`config.mk`:
```
export PLATFORM = sky130hd
export DESIGN_NAME = nbc_top
export DESIGN_NICKNAME = d
export VERILOG_FILES = /design/src/hw/nbc_pkg.sv /design/src/hw/nbc_cell.sv /design/src/hw/nbc_top.sv
export VERILOG_INCLUDE_DIRS = /design/src /design/src/hw
export SDC_FILE = /design/constraint.sdc
export NUM_CORES = 1
export LEC_CHECK = 0
export ABC_AREA = 1
export BUFFER_PORTS_ARGS = -buffer_cell sky130_fd_sc_hd__buf_2
export CORE_MARGIN = 1.5
export CORE_UTILIZATION = 58
export DETAILED_ROUTE_END_ITERATION = 16
export HOLD_SLACK_MARGIN = 0.12
export PLACE_DENSITY = 0.86
export SLEW_MARGIN = 20
export SYNTH_ARGS = -nofsm -noshare
export SYNTH_HDL_FRONTEND = slang
export SYNTH_SLANG_ARGS = --single-unit
export TNS_END_PERCENT = 50
```
`constraint.sdc`:
```
create_clock -name mclk -period 1.7 [get_ports mclk]
set_input_delay 0 -clock mclk [delete_from_list [all_inputs] [get_ports mclk]]
set_output_delay 0 -clock mclk [all_outputs]
set_load 0.1 [all_outputs]
```
`src/hw/nbc_map.svh`:
```
// nv_brownout_control constants: bit positions, reset values, timing counts
// assumes inclusion from design files only
`ifndef NBC_MAP_SVH
`define NBC_MAP_SVH
`define NBC_BIT_BOD_EN      0
`define NBC_BIT_BOD_RST_EN  1
`define NBC_NUM_BITS        2
`define NBC_RESET_VALUE     2'h0
`define NBC_CLK_PERIOD_NS   25
`define NBC_PROG_TIME_NS    100
`define NBC_PROG_CYCLES     ((`NBC_PROG_TIME_NS + `NBC_CLK_PERIOD_NS - 1) / `NBC_CLK_PERIOD_NS)
`endif

```
`src/hw/nbc_pkg.sv`:
```
// nv_brownout_control types
// assumes nothing of its surroundings
`default_nettype none
package nbc_pkg;
    typedef enum logic [1:0] {
        NBC_CMD_NONE  = 2'h0,
        NBC_CMD_SET   = 2'h1,
        NBC_CMD_CLEAR = 2'h2
    } nbc_cmd_t;
    typedef enum logic [1:0] {
        NBC_ST_IDLE  = 2'h0,
        NBC_ST_PROG  = 2'h1,
        NBC_ST_ERASE = 2'h2
    } nbc_state_t;
endpackage : nbc_pkg
`default_nettype wire

```
`src/hw/nbc_cell.sv`:
```
// nv_brownout_control: one non-volatile bit cell model with program delay
// assumes a single clock; the cell content ignores rst_n (retained storage)
`timescale 1ns/1ps
`default_nettype none
`include "nbc_map.svh"
module nbc_cell #(
    parameter int PROG_CYCLES = `NBC_PROG_CYCLES
) (
    input  wire logic mclk,
    input  wire logic wr,
    input  wire logic wdata,
    output logic      bit_q,
    output logic      busy
);
    typedef struct packed {
        logic       val;
        logic       pend;
        logic       pval;
        logic [7:0] cnt;
    } nbc_cell_st_t;
    // blank cell powers up cleared; an unknown start would never erase
    nbc_cell_st_t st = '0;
    nbc_cell_st_t next_st;
    // =========================================
    // program sequencing
    always_comb begin
        next_st = st;
        if (wr) begin
            next_st.pend = 1'b1;
            next_st.pval = wdata;
            next_st.cnt  = 8'(PROG_CYCLES);
        end else if (st.pend) begin
            if (st.cnt <= 8'h01) begin
                next_st.pend = 1'b0;
                next_st.val  = st.pval;
            end else begin
                next_st.cnt = st.cnt - 8'h01;
            end
        end
    end
    // no reset: retained across every reset, like the flash cell
    always_ff @(posedge mclk) begin
        st <= next_st;
    end
    assign bit_q = st.val;
    assign busy  = st.pend;
endmodule : nbc_cell
`default_nettype wire

```
`src/hw/nbc_top.sv`:
```
// nv_brownout_control top: two retained config bits driving detector enable and brownout reset enable
// assumes one-cycle command pulses from the flash command controller, erase
// level synchronous to mclk
//
// Overview of operation
// - two retained bits hold brownout configuration
// - set or clear command updates addressed bit
// - bit zero drives detector enable
// - erase clears bit zero
// - bit one drives brownout reset enable
// - erase clears bit one
`timescale 1ns/1ps
`default_nettype none
`include "nbc_map.svh"
module nbc_top #(
    parameter int PROG_CYCLES = `NBC_PROG_CYCLES
) (
    input  wire logic             mclk,
    input  wire logic             rst_n,
    input  wire nbc_pkg::nbc_cmd_t cmd,
    input  wire logic             cmd_bit,
    input  wire logic             erase,
    output logic                  bod_en,
    output logic                  bod_rst_en,
    output logic                  cmd_busy
);
    typedef struct packed {
        logic bod_en;
        logic bod_rst_en;
        logic busy;
    } nbc_top_st_t;
    nbc_top_st_t st = '0;
    nbc_top_st_t next_st;
    logic [`NBC_NUM_BITS-1:0] cell_q;
    logic [`NBC_NUM_BITS-1:0] cell_busy;
    logic [`NBC_NUM_BITS-1:0] cell_wr;
    logic [`NBC_NUM_BITS-1:0] cell_wd;
    logic                     cmd_ok;
    // worst case: a program taken just before erase rises, then the clear runs
    localparam int ERASE_SPAN = 2 * PROG_CYCLES + 2;
    // =========================================
    // command decode
    // commands while busy are dropped; erase overrides any command
    assign cmd_ok = (cmd != nbc_pkg::NBC_CMD_NONE) && (cell_busy == 2'h0) && !erase;
    genvar gi;
    generate
        for (gi = 0; gi < `NBC_NUM_BITS; gi++) begin : g_cell
            assign cell_wr[gi] = erase ? !cell_busy[gi] && cell_q[gi]
                                       : cmd_ok && (cmd_bit == 1'(gi));
            assign cell_wd[gi] = !erase && (cmd == nbc_pkg::NBC_CMD_SET);
            nbc_cell #(.PROG_CYCLES(PROG_CYCLES)) u_cell (
                .mclk  (mclk),
                .wr    (cell_wr[gi]),
                .wdata (cell_wd[gi]),
                .bit_q (cell_q[gi]),
                .busy  (cell_busy[gi])
            );
        end
    endgenerate
    // =========================================
    // output staging
    always_comb begin
        next_st            = st;
        next_st.bod_en     = cell_q[`NBC_BIT_BOD_EN];
        next_st.bod_rst_en = cell_q[`NBC_BIT_BOD_RST_EN];
        next_st.busy       = (cell_busy != 2'h0) || (cell_wr != 2'h0);
        // outputs follow retained cells, not reset: reset only clears busy
        if (!rst_n) begin
            next_st.busy = 1'b0;
        end
    end
    always_ff @(posedge mclk) begin
        st <= next_st;
    end
    assign bod_en     = st.bod_en;
    assign bod_rst_en = st.bod_rst_en;
    assign cmd_busy   = st.busy;
    // =========================================
    // checks
    bod_follow_a: assert property (@(posedge mclk) ##1 bod_en == $past(cell_q[0]))
        else $error("detector enable does not follow bit zero");
    rst_follow_a: assert property (@(posedge mclk) ##1 bod_rst_en == $past(cell_q[1]))
        else $error("reset enable does not follow bit one");
    // short erase pulses break the hold rule, so only a held erase is judged
    erase_clr_a: assert property (@(posedge mclk) disable iff (!erase)
        $rose(erase) |-> ##(ERASE_SPAN) !bod_en && !bod_rst_en)
        else $error("erase did not clear bits");
    set_bit0_a: assert property (@(posedge mclk) disable iff (erase)
        (cmd_ok && cmd == nbc_pkg::NBC_CMD_SET && !cmd_bit) |-> ##(PROG_CYCLES+2) bod_en)
        else $error("set command not applied");
    clr_bit0_a: assert property (@(posedge mclk) disable iff (erase)
        (cmd_ok && cmd == nbc_pkg::NBC_CMD_CLEAR && !cmd_bit) |-> ##(PROG_CYCLES+2) !bod_en)
        else $error("clear command not applied to bit zero");
    set_bit1_a: assert property (@(posedge mclk) disable iff (erase)
        (cmd_ok && cmd == nbc_pkg::NBC_CMD_SET && cmd_bit) |-> ##(PROG_CYCLES+2) bod_rst_en)
        else $error("set command not applied to bit one");
    clr_bit1_a: assert property (@(posedge mclk) disable iff (erase)
        (cmd_ok && cmd == nbc_pkg::NBC_CMD_CLEAR && cmd_bit) |-> ##(PROG_CYCLES+2) !bod_rst_en)
        else $error("clear command not applied to bit one");
    busy_rise_a: assert property (@(posedge mclk)
        (rst_n && cmd_ok) |=> cmd_busy)
        else $error("busy not raised for an accepted command");
    late_change_a: assert property (@(posedge mclk) disable iff (erase)
        cmd_ok |-> ##(PROG_CYCLES+1) $stable(bod_en) && $stable(bod_rst_en))
        else $error("enables moved before the program finished");
    stable_rst_a: assert property (@(posedge mclk)
        (!rst_n && !(|cell_busy) && !(|$past(cell_busy)))
        |=> $stable(bod_en) && $stable(bod_rst_en))
        else $error("enables moved under reset");
endmodule : nbc_top
`default_nettype wire

```
==> impl_metrics.json, run 1 <==
{
  "critPathKind": "reg2reg",
  "layout_setup_ws_ns": 0.103,
  "timing.rr.end": "g_cell[0].u_cell.st[0]",
  "root_buffer": "clkbuf_4",
  "dp_slack_ns": 0.107,
  "portBuffers": 8,
  "powerDensity_mw_per_mm2": 618,
  "fin_util": 0.713,
  "hp-class": "in2reg",
  "skew_ns": 0.00398,
  "synth.distinct_cells": 23,
  "setup_tns_ns": 0,
  "wl_per_cell_um": 11.5,
  "grt_usage": 0.227,
  "avgSynthCellArea_um2": 7.23,
  "worst_pin_slew_ns": 0.488,
  "critPathLaunchType": "flop",
  "insertion_delay_ns": 0.32,
  "clock-sinks": 25,
  "slew_viol_final": 0,
  "grt_pass1_wl_um": 4350,
  "std_cell_rows": 16,
  "rr_startpoint": "g_cell[0].u_cell.st[0]",
  "n_fill_cell": 172,
  "synth_seq_cells": 25,
  "fp.dieH_um": 50.4,
  "gp_congestion": 0.852,
  "drc": 0,
  "arrival_ns": 1.82,
  "grt_max_degree": 14,
  "drive_above_1_share": 0.147,
  "worstRegToRegCells": 7,
  "yosysWarnings": 0,
  "postCtsSetupBuffers": 0,
  "h-tree-depth": 1,
  "final_hold_viol_count": 0,
  "synth.mux.area_fraction": 0,
  "vias": 1180,
  "maxCapViolCount": 0,
  "post-route-min-period_ns": 1.60,
  "finalSetupViolations": 0,
  "wl_um": 2580,
  "rsz0062_at_grt": "no",
  "dp_cells": 215,
  "startpoint": "g_cell[0].u_cell.st[0]",
  "stdcell_count": 224,
  "initial_core_util": 0.637,
  "core-area_mm2": 0.00204,
  "synthCells": 180,
  "cts_tree": "yes",
  "syn-num-nets": 190,
  "viasPerCell": 5.27,
  "whs_ns": 0.171,
  "clk_pin_slew_ns": 0.13,
  "die_area_mm2": 0.00254,
  "status": "finished, final reports clean",
  "die_x_um": 50.4,
  "antenna_cells": 0,
  "synth_xor_area_frac": 0.0269,
  "cts_max_path_buffers": 2,
  "nNetsFinal": 208,
  "synth_compound_area_frac": 0.0913,
  "vdd_drop_max_mv": 0.437,
  "dpl.hpwl_um": 1780,
  "drtIter0Drc": 44,
  "slew_headroom": 0.677,
  "fmax_mhz": 626,
  "endpoint": "g_cell[0].u_cell.st[0]",
  "required_ns": 1.93,
  "firstDrtPassIters": 4,
  "grt_antenna_before_repair": 0,
  "synthAdderAreaFrac": 0.0385,
  "crit_fanout": 7,
  "r2r_slack_ns": 0.10,
  "yosysSeqAreaShare": 0.415,
  "synthSimpleGateAreaFrac": 0.351,
  "synth_top_family_by_area": "simple AND/OR/NAND/NOR gates",
  "cts_made_buffers": 3,
  "synthesis.area_mm2": 0.00130,
  "cellLeakagePower_nw": 0.719,
  "syn2layout_area_growth_pct": 11.8,
  "grt_overflow": 0,
  "ant_nets": 0,
  "io_pins": 9,
  "grt_pass1_vias": 1045,
  "end_kind": "flop",
  "period_share": 0.940
}
[Yosys cell counts (all sizes together)]
library cell | count | share of area
xnor2 | 1 | 0.0067
nand2 | 58 | 0.18
nand3 | 11 | 0.046
or2 | 1 | 0.0048
nor2 | 27 | 0.095
a21oi | 12 | 0.046
dfxtp | 21 | 0.32
inv | 26 | 0.077
nor3 | 1 | 0.0038
xor2 | 3 | 0.020
edfxtp | 4 | 0.092
ha | 4 | 0.038
nand4 | 5 | 0.024
o21ai | 5 | 0.037
a21boi | 1 | 0.0087
[worst min path at each step]
stage          startpoint                endpoint  slack, ns  depth (start not counted)
2_1_floorplan       rst_n                cmd_busy       0.15                          1
3_3_place_gp        rst_n                cmd_busy       0.23                          2
3_5_place_dp        rst_n                cmd_busy       0.24                          2
4_1_cts             erase  g_cell[1].u_cell.st[6]       0.14                          4
5_1_grt             erase  g_cell[1].u_cell.st[6]       0.18                          4
6_report            erase  g_cell[1].u_cell.st[6]       0.17                          4
[routing by layer]
layer / global-route usage / share of wire
met2: 0.364 / 0.47
met3: 0.0268 / 0.071
met5: 0 / 0
met1: 0.296 / 0.44
met4: 0.131 / 0.017
[per-stage QoR]
step / cell area (um^2) / power (mW)
finish: 1460 / 0.899
global route: 1460 / 0.930
CTS: 1440 / 0.908
detailed placement: 1380 / 0.639
global placement: 1380 / 0.638
floorplan: 1300 / 0.629
[state kept, by name, indices dropped and copies added (netlist names)]
register / count
g_cell.u_cell.st: 18
g_cell.u_cell.bit_q: 2
g_cell.u_cell.busy: 2
bod_en: 1
bod_rst_en: 1
cmd_busy: 1
[critical path, cell delays in order, from the launching register on]
cell	delay (ns)
dfxtp_1	0.39
inv_1	0.07
ha_1	0.26
or2_1	0.29
nand4_1	0.13
nand2_2	0.12
o21ai_0	0.19
nor2_1	0.06
[logic make-up after synthesis]
family                     Yosys count
AOI/OAI and AO/OA                   18
xor gates and xnor gates             4
adders and majority gates            4
buffers and inverters               26
DFF                                 25
and+or+nand+nor                    103
[placed cells by master (no fill, tap or decap), drive strengths merged]
| cell | count |
|---|---|
| edfxtp | 4 |
| o21ai | 5 |
| buf | 8 |
| dlygate4sd3 | 4 |
| nor3 | 1 |
| nand3 | 11 |
| a21oi | 12 |
| a21boi | 1 |
| xor2 | 3 |
| xnor2 | 1 |
| inv | 26 |
| nand4 | 5 |
| nor2 | 28 |
| or2 | 1 |
| ha | 4 |
| nand2 | 58 |
| clkbuf | 4 |
| dfxtp | 21 |
[where the power goes]
group / internal, mW / leakage, nW / switching [mW] / total, mW
clock: 0.0918 / 0.0150 / 0.174 / 0.266
combinational: 0.0129 / 0.494 / 0.0192 / 0.0321
sequential: 0.601 / 0.210 / 0.000211 / 0.601
[cell type report]
type | instances | area [um^2] | area share
tap | 27 | 33.8 | 0.0232
clock buffer | 4 | 26.3 | 0.0181
inverter | 26 | 100 | 0.0688
sequential | 25 | 541 | 0.371
timing repair buffer | 12 | 80.1 | 0.0550
multi-input combinational | 130 | 674 | 0.463
[repair_timing]
item | CTS | global route
setup endpoints to repair | 0 | 7
resized for setup | 0 | 2
hold endpoints to repair | 11 | 0
hold buffers | 4 | 0
No activity file was read; power rests on OpenSTA's default activity.
==> run 2, diff against run 1 <==
--- a/config.mk
+++ b/config.mk
@@ -9,10 +9,10 @@
 export ABC_AREA = 1
 export BUFFER_PORTS_ARGS = -buffer_cell sky130_fd_sc_hd__buf_2
 export CORE_MARGIN = 1.5
-export CORE_UTILIZATION = 58
+export CORE_UTILIZATION = 45
 export DETAILED_ROUTE_END_ITERATION = 16
 export HOLD_SLACK_MARGIN = 0.12
-export PLACE_DENSITY = 0.86
+export PLACE_DENSITY = 0.71
 export SLEW_MARGIN = 20
 export SYNTH_ARGS = -nofsm -noshare
 export SYNTH_HDL_FRONTEND = slang
==> impl_metrics.json, run 2 (same netlist as run 1, synthesis figures left out) <==
{
  "finalSetupViolations": 0,
  "maxCapViolCount": 0,
  "wl_um": 2460,
  "holdPathStages": 4,
  "vias": 1132,
  "cts_tree": "yes",
  "whs_ns": 0.155,
  "viasPerCell": 4.99,
  "dp_slack_ns": 0.101,
  "period_share": 0.936,
  "layout_setup_ws_ns": 0.109,
  "r2r_slack_ns": 0.11,
  "drc": 0,
  "nNetsFinal": 207,
  "core-area_mm2": 0.00276,
  "insertion_delay_ns": 0.32,
  "syn2layout_area_growth_pct": 11.7,
  "final_area_mm2": 0.00145,
  "cellLeakagePower_nw": 0.718,
  "rr_startpoint": "g_cell[0].u_cell.st[0]",
  "slew_viol_final": 0,
  "antenna_cells": 0,
  "skew_ns": 0.00428,
  "end_kind": "flop",
  "cts_max_path_buffers": 2,
  "timing.rr.end": "g_cell[0].u_cell.st[2]",
  "arrival_ns": 1.82,
  "status": "finished, final reports clean",
  "critPathLaunchType": "flop",
  "root_buffer": "clkbuf_4",
  "grt_usage": 0.171,
  "layout_common_cells": "nand2_1, inv_1, nor2_1",
  "ant_nets": 0,
  "drtIter0Drc": 20,
  "post-route-min-period_ns": 1.59,
  "startpoint": "g_cell[0].u_cell.st[0]",
  "grt_pass1_vias": 1029,
  "worst_pin_slew_ns": 0.484,
  "dpl_cell_area_mm2": 0.00138,
  "h-tree-depth": 1,
  "required_ns": 1.93,
  "initial_core_util": 0.472,
  "grt_max_degree": 14,
  "grt_pass1_wl_um": 4330,
  "min_from": "erase",
  "drive_above_1_share": 0.148,
  "n_fill_cell": 260,
  "slew_headroom": 0.680,
  "hp-class": "in2reg",
  "clock-sinks": 25,
  "die_area_mm2": 0.00322,
  "critPathKind": "reg2reg",
  "postCtsSetupBuffers": 0,
  "wl_per_cell_um": 10.8,
  "fp.dieH_um": 56.8,
  "final_hold_viol_count": 0,
  "setup_tns_ns": 0,
  "largest_register_ffs": 18,
  "rsz0062_at_grt": "yes",
  "min_to": "g_cell[0].u_cell.st[5]",
  "cts_made_buffers": 3,
  "std_cell_rows": 19,
  "portBuffers": 8,
  "layout_commonest_cell": "nand2_1",
  "gp_congestion": 0.861,
  "worstRegToRegCells": 9,
  "crit_fanout": 10,
  "grt_antenna_before_repair": 0,
  "grt_overflow": 0,
  "firstDrtPassIters": 4,
  "clk_pin_slew_ns": 0.13,
  "powerDensity_mw_per_mm2": 620,
  "vdd_drop_max_mv": 0.661,
  "fmax_mhz": 629,
  "io_pins": 9,
  "dpl.hpwl_um": 1810,
  "regMostFlops": "g_cell.u_cell.st",
  "die_x_um": 56.8
}
==> run 2: worst max path at each step <==
stage	end	slack, ns	cells past startpoint
after global placement	g_cell[0].u_cell.st[2]	0.14	9
after global routing	g_cell[0].u_cell.st[6]	-0.004	8
final	g_cell[0].u_cell.st[2]	0.11	9
after floorplan	g_cell[0].u_cell.st[2]	0.27	9
after CTS	g_cell[0].u_cell.st[2]	0.08	9
after detailed placement	g_cell[0].u_cell.st[2]	0.10	9
==> run 2: critical path: stages, from the launching register on <==
cell     delay, ns
dfxtp_2       0.38
inv_1         0.06
ha_1          0.26
or2_1         0.28
nand2_2       0.07
nor2_2        0.04
nor2_4        0.21
nand2_1       0.08
nand2_1       0.06
nand3_1       0.05
==> run 2: where the power goes <==
part	switching [mW]	total, mW	internal, mW
Combinational	0.0183	0.0312	0.0129
Clock	0.178	0.270	0.0919
Sequential	0.000280	0.601	0.601
Total	0.196	0.902	0.705
==> run 2: layout make-up <==
class / instances / area (um^2) / area share
Clock buffer: 4 / 26.3 / 0.0181
Tap cell: 31 / 38.8 / 0.0267
Multi-Input combinational cell: 129 / 666 / 0.458
Timing Repair Buffer: 12 / 80.1 / 0.0551
Sequential cell: 25 / 543 / 0.373
Inverter: 26 / 100 / 0.0688
==> run 2: per-layer routing <==
metal | part of all wire | GRT usage | wire length, um
met3 | 0.051 | 0.0576 | 125
met4 | 0.012 | 0.0565 | 30
met2 | 0.44 | 0.266 | 1090
met1 | 0.49 | 0.222 | 1210
met5 | 0 | 0 | 0
==> run 2: timing repair <==
action	CTS	global route
hold endpoints to repair	11	0
hold buffers	4	0
resized for setup	0	3
setup endpoints to repair	0	11
==> run 2: metrics by stage <==
stage	cells	total power [mW]	utilization
global placement	219	0.638	0.500
floorplan	180	0.629	-
global route	227	0.936	0.527
detailed placement	219	0.638	0.500
finish	227	0.902	0.527
CTS	227	0.912	0.525
==> run 3, diff against run 2 <==
--- a/config.mk
+++ b/config.mk
@@ -16,5 +16,6 @@
 export SLEW_MARGIN = 20
 export SYNTH_ARGS = -nofsm -noshare
 export SYNTH_HDL_FRONTEND = slang
+export SYNTH_HIERARCHICAL = 1
 export SYNTH_SLANG_ARGS = --single-unit
 export TNS_END_PERCENT = 50
==> impl_metrics.json, run 3 <==
{
  "synth_top_area_cell": "dfxtp_1",
  "critPathLaunchType": "flop",
  "final_area_mm2": 0.00149,
  "initial_core_util": 0.478,
  "synth_xor_area_frac": 0.0266,
  "async_reset_ff_frac": 0,
  "drive_above_1_share": 0.163,
  "rsz0062_at_grt": "no",
  "grt_usage": 0.169,
  "synth.distinct_cells": 23,
  "required_ns": 1.74,
  "vdd_drop_max_mv": 0.695,
  "final_hold_viol_count": 0,
  "cts_made_buffers": 3,
  "root_buffer": "clkbuf_4",
  "synth_common_cells": "nand2_1, nor2_1, inv_1, dfxtp_1, a21oi_1",
  "grt_overflow": 0,
  "wl_per_cell_um": 10.9,
  "nNetsFinal": 214,
  "clock-sinks": 25,
  "maxCapViolCount": 0,
  "synth-edff-count": 4,
  "synth_flop_cell": "dfxtp_1",
  "regMostFlops": "g_cell.u_cell/st",
  "insertion_delay_ns": 0.32,
  "slowest_delay_ns": 0.35,
  "portBuffers": 8,
  "std_cell_rows": 19,
  "status": "finished, final reports clean",
  "synthCells": 187,
  "synthAdderAreaFrac": 0.0380,
  "powerDensity_mw_per_mm2": 608,
  "firstDrtPassIters": 4,
  "min_from": "erase",
  "finalSetupViolations": 0,
  "dp_slack_ns": 0.0780,
  "synth.mux.area_fraction": 0,
  "grt_max_degree": 15,
  "cts_tree": "yes",
  "synth_compound_area_frac": 0.0978,
  "clk_pin_slew_ns": 0.15,
  "hp-class": "in2reg",
  "timing.critical_path.buf_inv": 3,
  "arrival_ns": 1.62,
  "dpl_cell_area_mm2": 0.00140,
  "p_total_mw": 0.904,
  "layout_setup_ws_ns": 0.121,
  "die_area_mm2": 0.00326,
  "yosysMostFrequentCell": "nand2_1",
  "post-route-min-period_ns": 1.58,
  "cellLeakagePower_nw": 0.735,
  "core-area_mm2": 0.00276,
  "grt_pass1_vias": 1066,
  "viasPerCell": 4.89,
  "fmax_mhz": 633,
  "yosysWarnings": 6,
  "io_pins": 9,
  "slew_headroom": 0.676,
  "h-tree-depth": 1,
  "synthTopCellsByArea": "dfxtp_1, nand2_1, edfxtp_1",
  "setup_tns_ns": 0,
  "wl_um": 2550,
  "dpl.hpwl_um": 1880,
  "layout_common_cells": "nand2_1, nor2_1, inv_1",
  "whs_ns": 0.150,
  "drtIter0Drc": 66,
  "syn2layout_area_growth_pct": 12.8,
  "slowest_stage": "dfxtp_1",
  "n_fill_cell": 264,
  "rr_startpoint": "g_cell[1].u_cell/st[0]",
  "antenna_cells": 0,
  "fp.dieH_um": 57.1,
  "end_kind": "flop",
  "avgSynthCellArea_um2": 7.05,
  "critPathKind": "reg2reg",
  "worst_pin_slew_ns": 0.490,
  "gp_congestion": 0.835,
  "synth_top_area_share": 0.319,
  "vias": 1144,
  "grt_antenna_before_repair": 0,
  "skew_ns": 0.0151,
  "cts_max_path_buffers": 2,
  "ant_nets": 0,
  "slew_viol_final": 0,
  "synth_seq_cells": 25,
  "yosysSeqAreaShare": 0.410,
  "crit_chain": "inv_1 > ha_2 > inv_1 > nand2_1 > nand2_1 > nor2_2 > inv_2 > nor3_1",
  "grt_pass1_wl_um": 4320,
  "startpoint": "g_cell[1].u_cell/st[0]",
  "synthSimpleGateAreaFrac": 0.342,
  "layout_commonest_cell": "nand2_1",
  "die_x_um": 57.1,
  "drc": 0,
  "synth_top_family_by_area": "simple AND/OR/NAND/NOR gates",
  "path_delay_family": "simple AND/OR/NAND/NOR gates",
  "largest_register_ffs": 18,
  "syn-num-nets": 197,
  "crit_fanout": 5,
  "period_share": 0.929,
  "synthesis.area_mm2": 0.00132
}
==> run 3: changes by cell type after synthesis, moves of 2 or more <==
cell / delta
a21oi_2: +4
buf_1: +2
inv_2: +2
o21ai_4: -2
clkinv_1: +2
nor2_2: -2
nand2_1: +2
nand3_1: -5
nor2_1: +4
a21oi_1: -2
o211ai_1: +2
nor3_1: +2
==> run 3: report_power, final <==
part | switching (mW) | internal (mW)
Combinational | 0.0193 | 0.0126
Clock | 0.183 | 0.0880
Sequential | 0.000185 | 0.601
Total | 0.203 | 0.701
==> run 3: layout make-up <==
class | instances | area [um^2] | share of cell area
Tap cell | 31 | 38.8 | 0.0261
Inverter | 28 | 105 | 0.0707
Multi-Input combinational cell | 132 | 679 | 0.457
Clock inverter | 1 | 5.00 | 0.00337
Timing Repair Buffer | 14 | 95.1 | 0.0640
Sequential cell | 25 | 541 | 0.364
Clock buffer | 3 | 22.5 | 0.0152
==> run 3: worst paths after layout <==
path | end | slack, ns | depth (start not counted)
setup / recovery | g_cell[1].u_cell/bit_q | 0.12 | 8
hold / removal | cmd_busy | 0.15 | 6
setup reg to reg | g_cell[1].u_cell/bit_q | 0.12 | 8
hold reg to reg | bod_en | 0.41 | 0
==> run 3: kinds of logic (layout without fill, tap and decap cells) <==
logic type	after synthesis	in the layout
XOR/XNOR	4	4
flip-flops	25	25
AND/OR/NAND/NOR	103	103
buffers and inverters	30	46
AO/OA/AOI/OAI	21	21
adder cells (fa/ha/maj)	4	4
==> run 3: metrics by stage <==
stage,utilization,cells
2_1_floorplan,-,187
3_3_place_gp,0.509,226
3_5_place_dp,0.509,226
4_1_cts,0.534,234
5_1_grt,0.539,234
6_report,0.539,234
==> run 3: what timing repair did <==
item                       4_1_cts  5_1_grt
setup endpoints to repair        0       16
setup buffers                    0        0
hold endpoints to repair         7        0
resized for setup                0        4
hold buffers                     4        0
==> run 3: worst register-to-register path, cell delays in order (launching register included) <==
cell     delay, ns
dfxtp_1       0.35
inv_1         0.14
ha_2          0.22
inv_1         0.07
nand2_1       0.06
nand2_1       0.05
nor2_2        0.16
inv_2         0.08
nor3_1        0.18
==> run 3: routing by layer <==
metal | GRT usage | part of all wire | vias to the layer above | routed length, um
li1 | - | - | 612 | -
met1 | 0.196 | 0.45 | 509 | 1150
met2 | 0.300 | 0.51 | 21 | 1300
met3 | 0.0431 | 0.031 | 2 | 80
met4 | 0.0598 | 0.0063 | 0 | 16
met5 | 0 | 0 | - | 0
